## src/shared/crypto_sup_pkg.sv

```systemverilog
// Purpose: Constants shared by the crypto supervisor and its bench.
// Assumes: 250 MHz core clock, plain register port with 32-bit data.
// Notes:   Offsets are byte addresses of aligned 32-bit words.
`default_nettype none
package crypto_sup_pkg;
  // Register byte offsets
  localparam logic [7:0] CTRL_OFS   = 8'h00;  // Operator controls
  localparam logic [7:0] STAT_OFS   = 8'h04;  // Indicators and state
  localparam logic [7:0] FAULT_OFS  = 8'h08;  // Latched alarm causes
  // Control register fields
  localparam int CTRL_STANDBY   = 0;
  localparam int CTRL_SECURE    = 1;
  localparam int CTRL_TEST      = 2;
  localparam int CTRL_LAMP      = 3;
  localparam int CTRL_BYPASS    = 4;
  localparam int CTRL_CBC       = 5;
  localparam int CTRL_ALM_RST   = 6;   // Write-one pulse
  localparam int CTRL_ZEROIZE   = 7;   // Write-one pulse
  localparam logic [7:0] CTRL_RESET = 8'h00;
  // Status register fields
  localparam int STAT_POWER     = 0;
  localparam int STAT_BYPASS    = 1;
  localparam int STAT_TEST      = 2;
  localparam int STAT_BATTERY   = 3;
  localparam int STAT_ALARM     = 4;
  localparam int STAT_PARITY    = 5;
  localparam int STAT_CT_EN     = 6;
  localparam int STAT_ZEROED    = 7;
  localparam int STAT_KEY_OK    = 8;
  localparam int STAT_CHECKING  = 9;
  localparam int NUM_CHECKS     = 4;     // Fault sources rerun on reset
  // Timing: recheck window in ns and derived cycles
  localparam int CLK_PERIOD_NS  = 4;
  localparam int RECHECK_NS     = 40;
  localparam int RECHECK_CYC    = (RECHECK_NS + CLK_PERIOD_NS - 1) / CLK_PERIOD_NS;
  localparam int WIPE_WORDS     = 8;     // Key plus vector words to erase
endpackage : crypto_sup_pkg
`default_nettype wire

```

## src/verilog/crypto_sup.sv

```systemverilog
// Purpose: Security supervisor: controls, indicators, ciphertext inhibit.
// Assumes: All inputs synchronous to clk_i; registers on a plain port.
// Notes:   Key store is erased word by word; the cipher core is outside.
//
// How it works
// - Power off wipes storage and drops power
// - Standby disables cipher, keeps key
// - Alarm reset reruns all fault checks
// - Alarm exits only when every check passes
// - Ciphertext inhibited throughout alarm and recheck
// - Test mode runs table and alarm checks
// - Key entry inhibits ciphertext while it lasts
// - Bypass may pass plaintext during alarm
// - Secure mode enciphers transmit, deciphers receive
// - Zeroize erases keys and CBC vector
// - Bypass indicator when not enciphering
// - Test indicator while in test mode
// - Battery indicator shows retention health
// - Alarm indicator on error or tamper
// - Alarm kills ciphertext at once, bypass or not
// - Audible relay follows alarm lamp exactly
// - Parity indicator on key entry parity error
// - Parity error blocks transfers until good key
// - Lamp test lights every indicator
// - Power indicator while power is good
// - Test mode inhibits, uses test key only
// - Zeroization inhibits ciphertext
`default_nettype none
module crypto_sup #(
  parameter int KEY_W = 64  // Key storage word width
) (
  input  wire logic              clk_i,          // 250 MHz clock
  input  wire logic              arst_n_i,       // Async reset, low
  input  wire logic [7:0]        addr_i,         // Register byte address
  input  wire logic [31:0]       wdata_i,        // Write data
  input  wire logic              wr_i,           // Write strobe
  input  wire logic              rd_i,           // Read strobe
  output logic      [31:0]       rdata_o,        // Read data, next cycle
  input  wire logic              power_sw_on_i,  // Power switch level
  input  wire logic              power_good_i,   // Supply within limits
  input  wire logic              battery_ok_i,   // Battery healthy
  input  wire logic [crypto_sup_pkg::NUM_CHECKS-1:0] fault_i, // Live checks
  input  wire logic              sbox_ok_i,      // Table check result
  input  wire logic              key_entry_i,    // Key load in progress
  input  wire logic              key_parity_err_i, // Parity error pulse
  input  wire logic              key_load_done_i,  // Good key finished
  input  wire logic              xfer_req_i,     // Internal key transfer
  output logic                   xfer_grant_o,   // Transfer allowed
  output logic                   ct_enable_o,    // Ciphertext output on
  output logic                   bypass_route_o, // Plaintext path on
  output logic                   engine_run_o,   // Cipher engine active
  output logic                   use_test_key_o, // Select test key
  output logic                   primary_off_o,  // Drop primary power
  output logic                   battery_off_o,  // Drop battery power
  output logic                   wipe_we_o,      // Key store write
  output logic [2:0]             wipe_addr_o,    // Key store word
  output logic [KEY_W-1:0]       wipe_data_o,    // Zero pattern
  output logic                   ind_power_o,    // Indicators
  output logic                   ind_bypass_o,
  output logic                   ind_test_o,
  output logic                   ind_battery_o,
  output logic                   ind_alarm_o,
  output logic                   ind_parity_o,
  output logic                   relay_alarm_o   // Dry-contact drive
);

  ////////////////////////////////////////////////////////////////////////
  // Declarations

  typedef enum logic [1:0] {ALM_IDLE, ALM_LATCHED, ALM_CHECK} alm_e;
  alm_e                          alm_state;      // Alarm machine
  logic [7:0]                    ctrl;           // Held operator controls
  logic [crypto_sup_pkg::NUM_CHECKS:0] fault_lat; // Causes, bit 4 = table
  logic [7:0]                    chk_cnt;        // Recheck window count
  logic                          chk_fail;       // Failure seen in recheck
  logic                          parity_lock;    // Transfers blocked
  logic                          parity_flag;    // Parity indicator
  logic                          wiping;         // Erase in progress
  logic                          zeroed;         // Storage erased
  logic [3:0]                    wipe_cnt;       // Erase word counter
  logic                          any_fault;      // Live fault present
  logic                          alarm;          // Alarm condition
  logic                          ct_ok;          // Enable term

  wire wr_ctrl   = wr_i && (addr_i == crypto_sup_pkg::CTRL_OFS);
  wire alm_rst   = wr_ctrl && wdata_i[crypto_sup_pkg::CTRL_ALM_RST];
  wire zero_cmd  = wr_ctrl && wdata_i[crypto_sup_pkg::CTRL_ZEROIZE];
  wire test_mode = ctrl[crypto_sup_pkg::CTRL_TEST];
  wire lamp      = ctrl[crypto_sup_pkg::CTRL_LAMP];
  wire standby   = ctrl[crypto_sup_pkg::CTRL_STANDBY];
  // Table check runs only in test mode, so it only counts there
  wire sbox_bad  = test_mode && !sbox_ok_i;
  wire power_off = !power_sw_on_i;

  assign any_fault = (|fault_i) || sbox_bad;
  assign alarm     = (alm_state != ALM_IDLE);

  ////////////////////////////////////////////////////////////////////////
  // Control register; pulse bits are not stored

  always_ff @(posedge clk_i or negedge arst_n_i) begin
    if (!arst_n_i) begin
      ctrl <= crypto_sup_pkg::CTRL_RESET;
    end else if (wr_ctrl) begin
      ctrl <= {2'h0, wdata_i[5:0]};
    end
  end

  ////////////////////////////////////////////////////////////////////////
  // Fault cause latch; set wins over the clear done by a good recheck

  always_ff @(posedge clk_i or negedge arst_n_i) begin
    if (!arst_n_i) begin
      fault_lat <= '0;
    end else if (alm_state == ALM_CHECK && chk_cnt == 8'h00 && !chk_fail && !any_fault) begin
      fault_lat <= '0;
    end else begin
      fault_lat <= fault_lat | {sbox_bad, fault_i};
    end
  end

  ////////////////////////////////////////////////////////////////////////
  // Alarm machine: latched alarm, reset reruns checks over a window

  always_ff @(posedge clk_i or negedge arst_n_i) begin
    if (!arst_n_i) begin
      alm_state <= ALM_IDLE;
      chk_cnt   <= 8'h00;
      chk_fail  <= 1'b0;
    end else begin
      case (alm_state)
        ALM_IDLE: begin
          if (any_fault) begin
            alm_state <= ALM_LATCHED;
          end
        end
        ALM_LATCHED: begin
          // Fault going away alone never clears the alarm
          if (alm_rst) begin
            alm_state <= ALM_CHECK;
            chk_cnt   <= 8'(crypto_sup_pkg::RECHECK_CYC - 1);
            chk_fail  <= any_fault;
          end
        end
        ALM_CHECK: begin
          // Every check sampled across the window must stay clean
          if (chk_fail || any_fault) begin
            alm_state <= ALM_LATCHED;
            chk_fail  <= 1'b0;
          end else if (chk_cnt == 8'h00) begin
            alm_state <= ALM_IDLE;
          end else begin
            chk_cnt <= chk_cnt - 8'h01;
          end
        end
        default: begin
          alm_state <= ALM_LATCHED;
        end
      endcase
    end
  end

  ////////////////////////////////////////////////////////////////////////
  // Parity lock: blocks transfers until a good key arrives

  always_ff @(posedge clk_i or negedge arst_n_i) begin
    if (!arst_n_i) begin
      parity_lock <= 1'b0;
      parity_flag <= 1'b0;
    end else if (key_parity_err_i) begin
      parity_lock <= 1'b1;
      parity_flag <= 1'b1;
    end else if (key_load_done_i) begin
      parity_lock <= 1'b0;
      parity_flag <= 1'b0;
    end
  end

  ////////////////////////////////////////////////////////////////////////
  // Zeroization: walks key words, plus vector words in CBC

  always_ff @(posedge clk_i or negedge arst_n_i) begin
    if (!arst_n_i) begin
      wiping   <= 1'b0;
      zeroed   <= 1'b0;
      wipe_cnt <= 4'h0;
    end else if (zero_cmd || (power_off && !wiping && !zeroed)) begin
      wiping   <= 1'b1;
      wipe_cnt <= 4'h0;
    end else if (wiping) begin
      // Key words in lower half; vector words only erased in CBC
      if (wipe_cnt == 4'(crypto_sup_pkg::WIPE_WORDS - 1) ||
          (!ctrl[crypto_sup_pkg::CTRL_CBC] && wipe_cnt == 4'(crypto_sup_pkg::WIPE_WORDS / 2 - 1))) begin
        wiping <= 1'b0;
        zeroed <= 1'b1;
      end
      wipe_cnt <= wipe_cnt + 4'h1;
    end else if (key_load_done_i && !power_off) begin
      zeroed <= 1'b0;
    end
  end

  ////////////////////////////////////////////////////////////////////////
  // Ciphertext enable term

  always_comb begin
    // Standby keeps the key but stops the engine
    // Live fault term cuts ciphertext one edge before the alarm latch could
    ct_ok = !alarm && !any_fault && !test_mode && !key_entry_i && !wiping && !zeroed &&
            ctrl[crypto_sup_pkg::CTRL_SECURE] && !standby && !power_off;
  end

  ////////////////////////////////////////////////////////////////////////
  // Registered outputs

  always_ff @(posedge clk_i or negedge arst_n_i) begin
    if (!arst_n_i) begin
      ct_enable_o    <= 1'b0;
      bypass_route_o <= 1'b0;
      engine_run_o   <= 1'b0;
      use_test_key_o <= 1'b0;
      xfer_grant_o   <= 1'b0;
      primary_off_o  <= 1'b0;
      battery_off_o  <= 1'b0;
    end else begin
      ct_enable_o    <= ct_ok;
      // Plaintext path only on request with bypass control fitted
      bypass_route_o <= ctrl[crypto_sup_pkg::CTRL_BYPASS] && !ct_ok;
      engine_run_o   <= !standby && !zeroed && !wiping && !power_off;
      use_test_key_o <= test_mode;
      xfer_grant_o   <= xfer_req_i && !parity_lock && !key_parity_err_i;
      // Power is released only once storage is clean
      primary_off_o  <= power_off && zeroed;
      battery_off_o  <= power_off && zeroed;
    end
  end

  always_ff @(posedge clk_i or negedge arst_n_i) begin
    if (!arst_n_i) begin
      wipe_we_o   <= 1'b0;
      wipe_addr_o <= 3'h0;
      wipe_data_o <= '0;
    end else begin
      wipe_we_o   <= wiping;
      wipe_addr_o <= wipe_cnt[2:0];
      wipe_data_o <= '0;
    end
  end

  ////////////////////////////////////////////////////////////////////////
  // Indicators; lamp test forces every lamp on

  always_ff @(posedge clk_i or negedge arst_n_i) begin
    if (!arst_n_i) begin
      ind_power_o   <= 1'b0;
      ind_bypass_o  <= 1'b0;
      ind_test_o    <= 1'b0;
      ind_battery_o <= 1'b0;
      ind_alarm_o   <= 1'b0;
      ind_parity_o  <= 1'b0;
      relay_alarm_o <= 1'b0;
    end else begin
      ind_power_o   <= lamp || (power_good_i && !power_off);
      ind_bypass_o  <= lamp || !ct_ok;
      ind_test_o    <= lamp || test_mode;
      ind_battery_o <= lamp || battery_ok_i;
      ind_alarm_o   <= lamp || alarm || any_fault;
      ind_parity_o  <= lamp || parity_flag;
      // Relay copies the lamp drive so it tracks exactly
      relay_alarm_o <= lamp || alarm || any_fault;
    end
  end

  ////////////////////////////////////////////////////////////////////////
  // Register read port, data one cycle after the strobe

  always_ff @(posedge clk_i or negedge arst_n_i) begin
    if (!arst_n_i) begin
      rdata_o <= 32'h0;
    end else if (rd_i) begin
      case (addr_i)
        crypto_sup_pkg::CTRL_OFS:  rdata_o <= {24'h0, ctrl};
        crypto_sup_pkg::STAT_OFS:  rdata_o <= {22'h0, alm_state == ALM_CHECK, !parity_lock, zeroed, ct_enable_o,
                                               ind_parity_o, ind_alarm_o, ind_battery_o, ind_test_o,
                                               ind_bypass_o, ind_power_o};
        crypto_sup_pkg::FAULT_OFS: rdata_o <= {27'h0, fault_lat};
        default:                   rdata_o <= 32'h0;  // Unmapped reads zero
      endcase
    end else begin
      rdata_o <= 32'h0;
    end
  end
endmodule : crypto_sup
`default_nettype wire

```

## config.mk

```make
export PLATFORM = sky130hd
export DESIGN_NAME = crypto_sup
export DESIGN_NICKNAME = d
export VERILOG_FILES = /design/src/shared/crypto_sup_pkg.sv /design/src/verilog/crypto_sup.sv
export SDC_FILE = /design/constraint.sdc
export NUM_CORES = 1
export LEC_CHECK = 0
export ABC_AREA = 1
export BUFFER_PORTS_ARGS = -buffer_cell sky130_fd_sc_hd__buf_4
export CAP_MARGIN = 25
export CORE_AREA = 2 2 67 116
export DETAILED_ROUTE_END_ITERATION = 12
export DIE_AREA = 0 0 69 118
export HOLD_SLACK_MARGIN = 0.03
export PLACE_DENSITY = 0.78
export SLEW_MARGIN = 20
export SYNTH_ARGS = -nofsm -noshare
export SYNTH_HDL_FRONTEND = slang
export SYNTH_SLANG_ARGS = --single-unit
```

## constraint.sdc

```tcl
create_clock -name clk_i -period 1.9 [get_ports clk_i]
set_input_delay 0.095 -clock clk_i [delete_from_list [all_inputs] [get_ports clk_i]]
set_output_delay 0.095 -clock clk_i [all_outputs]
set_load 0.03 [all_outputs]
```

==> flow_summary_export.csv <==
group,metric,value,unit
run_status,status,"complete, no violations",
synth,syn_avg_cell_area,8.247,um^2
drt,ant_nets,0,
synth,synth_enable_flop_cells,0,
finish,final_layout_size_suffix_gt1_share,19.07,%
power_and_ir_drop,internal-power,2.222,mW
synth,synth-compound-area-share,1.867,%
synth,syn_area,3151,um^2
drt,drc,0,
timing,skew,4.683,ps
power_and_ir_drop,p_clk_share,24.0,%
timing,max_freq,0.6460,GHz
clocking,cts_tree,"yes",
drt,drt_wl_total,6089,um
timing,slew_viol_final,0,
power_and_ir_drop,combPwrFrac,35.4,%
timing,rsz0062_at_grt,"no",
synth,ys_ff_latch,55,
drt,num_vias,2396,
run,cap_violations,0,
timing,final_hold_viol_count,0,
placed_design,io_buffer_count,59,
worst_setup_path,path_class,"reg -> reg",
synth,synth-warning-count,0,
drt,post_drt_wl_per_cell,11.34,um
timing,period_share,81.48,%
worst_setup_path,startpoint_type,"flip-flop",
timing,finalSetupViolCount,0,
finish,stdcell_count,537,
power_and_ir_drop,power.switching,1.472,mW
synth,ys_types,27,
die,rows,41,
worst_setup_path,path_max_fanout,5,
timing,timing.setup.tns,0,ps
finish,areaGrowthSynthToFinish,13.15,%
worst_hold_path,hold_path.class,"in -> reg",
timing,worstMarginPinSlew,703.9,ps
timing,hold-worst-slack,38.49,ps
timing,slew_headroom,53.08,%
die,die_w,69,um
synth,syn_inst,382,
die,die_h,118,um
drt,dr.pass1.iters,5,
placed_design,gp_congestion,0.7935,
power_and_ir_drop,switching_share,39.85,%
synth,synth_top_family_by_area,"simple AND/OR/NAND/NOR gates",
synth,synth-xor-area-share,1.112,%
finish,diodes,0,
power_and_ir_drop,leakagePower,1.933,nW
clocking,root_buffer,"clkbuf_16",
worst_setup_path,crit_path_end_kind,"flip-flop",
placed_design,hpwl,4677,um
global_route,grt_use_total,14.87,%
power_and_ir_drop,p_total,3.694,mW
clocking,clock_latency,290,ps
die,io_pins,170,
clocking,cts_resized,0,
worst_setup_path,cp.arrival,1720,ps
clocking,cts.sinks,55,
finish,fin_nets,508,
power_and_ir_drop,power.share.sequential,40.7,%
die,dieArea,8142,um^2
drt,first_iter_violations,139,
power_and_ir_drop,pwr_density_cell,1036,nW/um^2
global_route,grt_pass1_wl,9901,um
global_route,antenna_found_initial,0,
timing,fin_crit,1548,ps
placed_design,post-place-cells,522,
synth,synthMuxAreaShare,0,%
finish,nFillCells,671,
global_route,grt_pass1_vias,2196,
synth,synth_fa_ha_area_share,0.7943,%
global_route,grt_max_degree,56,
worst_setup_path,crit_required,2070,ps
clocking,h-tree-depth,2,
synth,synth-simple-area-share,26.37,%
power_and_ir_drop,vdd_drop_max,0.5155,mV
synth,synthFlopType,"dfrtp_1",
synth,synth-seq-area-share,43.69,%
global_route,gr-total-overflow,0,
synth,synth-async-reset-ratio,100.0,%
clocking,cts_buffers,5,
die,start_util,43.87,%
die,core,7182,um^2
drt,vias_per_cell,4.462,
clocking,cts_buffer_depth,2,
clocking,clk_pin_slew_worst_paths,70,ps
[worst paths after layout]
check / start / endpoint / slack [ps] / depth (start not counted)
max: chk_cnt[0]$_DFFE_PN0P_ / fault_lat[2]$_DFF_PN0_ / 350 / 7
min: key_parity_err_i / xfer_grant_o$_DFF_PN0_ / 40 / 4
max reg2reg: chk_cnt[0]$_DFFE_PN0P_ / fault_lat[2]$_DFF_PN0_ / 350 / 7
min reg2reg: parity_flag$_DFFE_PN0P_ / xfer_grant_o$_DFF_PN0_ / 450 / 1
max in group asynchronous: arst_n_i / ctrl[2]$_DFFE_PN0N_ / 1030 / 2
min in group asynchronous: arst_n_i / rdata_o[6]$_DFF_PN0_ / 390 / 2
[cell families after synthesis]
| logic type | after synthesis |
|---|---|
| flip-flops | 55 |
| other | 1 |
| buffers and inverters | 129 |
| adder cells (fa/ha/maj) | 2 |
| AO/OA/AOI/OAI | 11 |
| XOR/XNOR | 4 |
| AND/OR/NAND/NOR | 180 |
[sequential cells by signal, summed over array words and instances, names as in the netlist, 2 cells and up]
signal / cells
ctrl: 6
wipe_cnt: 4
rdata_o: 10
chk_cnt: 8
fault_lat: 5
alm_state: 2
wipe_addr_o: 3
[placed cells by master (no fill, tap or decap), types with 5 or more instances in the layout]
cell           netlist  final
a21oi_1              7      7
dfrtp_1             55     55
clkbuf_16            0      5
nand3_1             36     36
conb_1               1     86
inv_1               36     36
buf_4               89     61
nand2_1             74     74
nor2_1              46     46
dlygate4sd3_1        0      7
nand4_1              5      5
[layout make-up]
type,instances,area [um^2],share of cell area [%]
flip-flops and latches,55,1376,38.61
clock buffers,6,128.9,3.615
clock inverters,2,12.51,0.3510
multi-input cells,283,1272,35.70
repair buffers,68,528.0,14.81
well taps,86,107.6,3.019
inverters,37,138.9,3.896
[cells in the mapped netlist, types with 2 or more instances]
cell      n  area, um^2
nand2_1  74       277.8
nand2_2   4       25.02
o21ai_0   3       15.01
nor2_4    3       33.78
nor3_2    2       20.02
or2_2     2       12.51
xor2_1    2       17.52
a21oi_1   7       35.03
nor2_2    2       12.51
nor3_4    2       32.53
nand4_1   5       31.28
ha_1      2       25.02
dfrtp_1  55        1376
buf_2     2       10.01
buf_4    89       668.1
xnor2_1   2       17.52
inv_1    36       135.1
nand3_1  36       180.2
nor2_1   46       172.7
[metal layers]
layer  routed length, um  global-route usage [%]
met4                 105                   6.127
met1                2014                   15.37
met3                 594                   3.168
met2                3374                   28.19
met5                   0                       0
[power by group through the flow]
stage          clock, mW  combinational (mW)  sequential (mW)
4_1_cts            0.905                1.31             1.50
2_1_floorplan          0                1.04             1.58
6_report           0.885                1.31             1.50
3_3_place_gp           0                1.24             1.51
5_1_grt            0.944                1.44             1.53
3_5_place_dp           0                1.29             1.52
[critical path, cell delays in order (launching register included)]
cell     delay [ps]
dfrtp_1         380
inv_1           100
ha_1            210
nand2_2         110
nor2_1          150
nand3_1         120
nor3_2          270
nor2_1           70
[repair_timing]
item / 4_1_cts / 5_1_grt
setup buffers: 0 / 0
endpoints found under the hold margin: 60 / 0
hold buffers: 7 / 0
[metrics by stage]
step	utilization, %	area, um^2	worst slack (ps)
after floorplan	-	3470	556.2
after global placement	46.69	3353	444.6
after detailed placement	46.69	3353	358.2
after CTS	49.63	3565	344.8
after global routing	49.63	3565	116.1
final	49.63	3565	352.0
No activity file was read; power rests on OpenSTA's default activity.
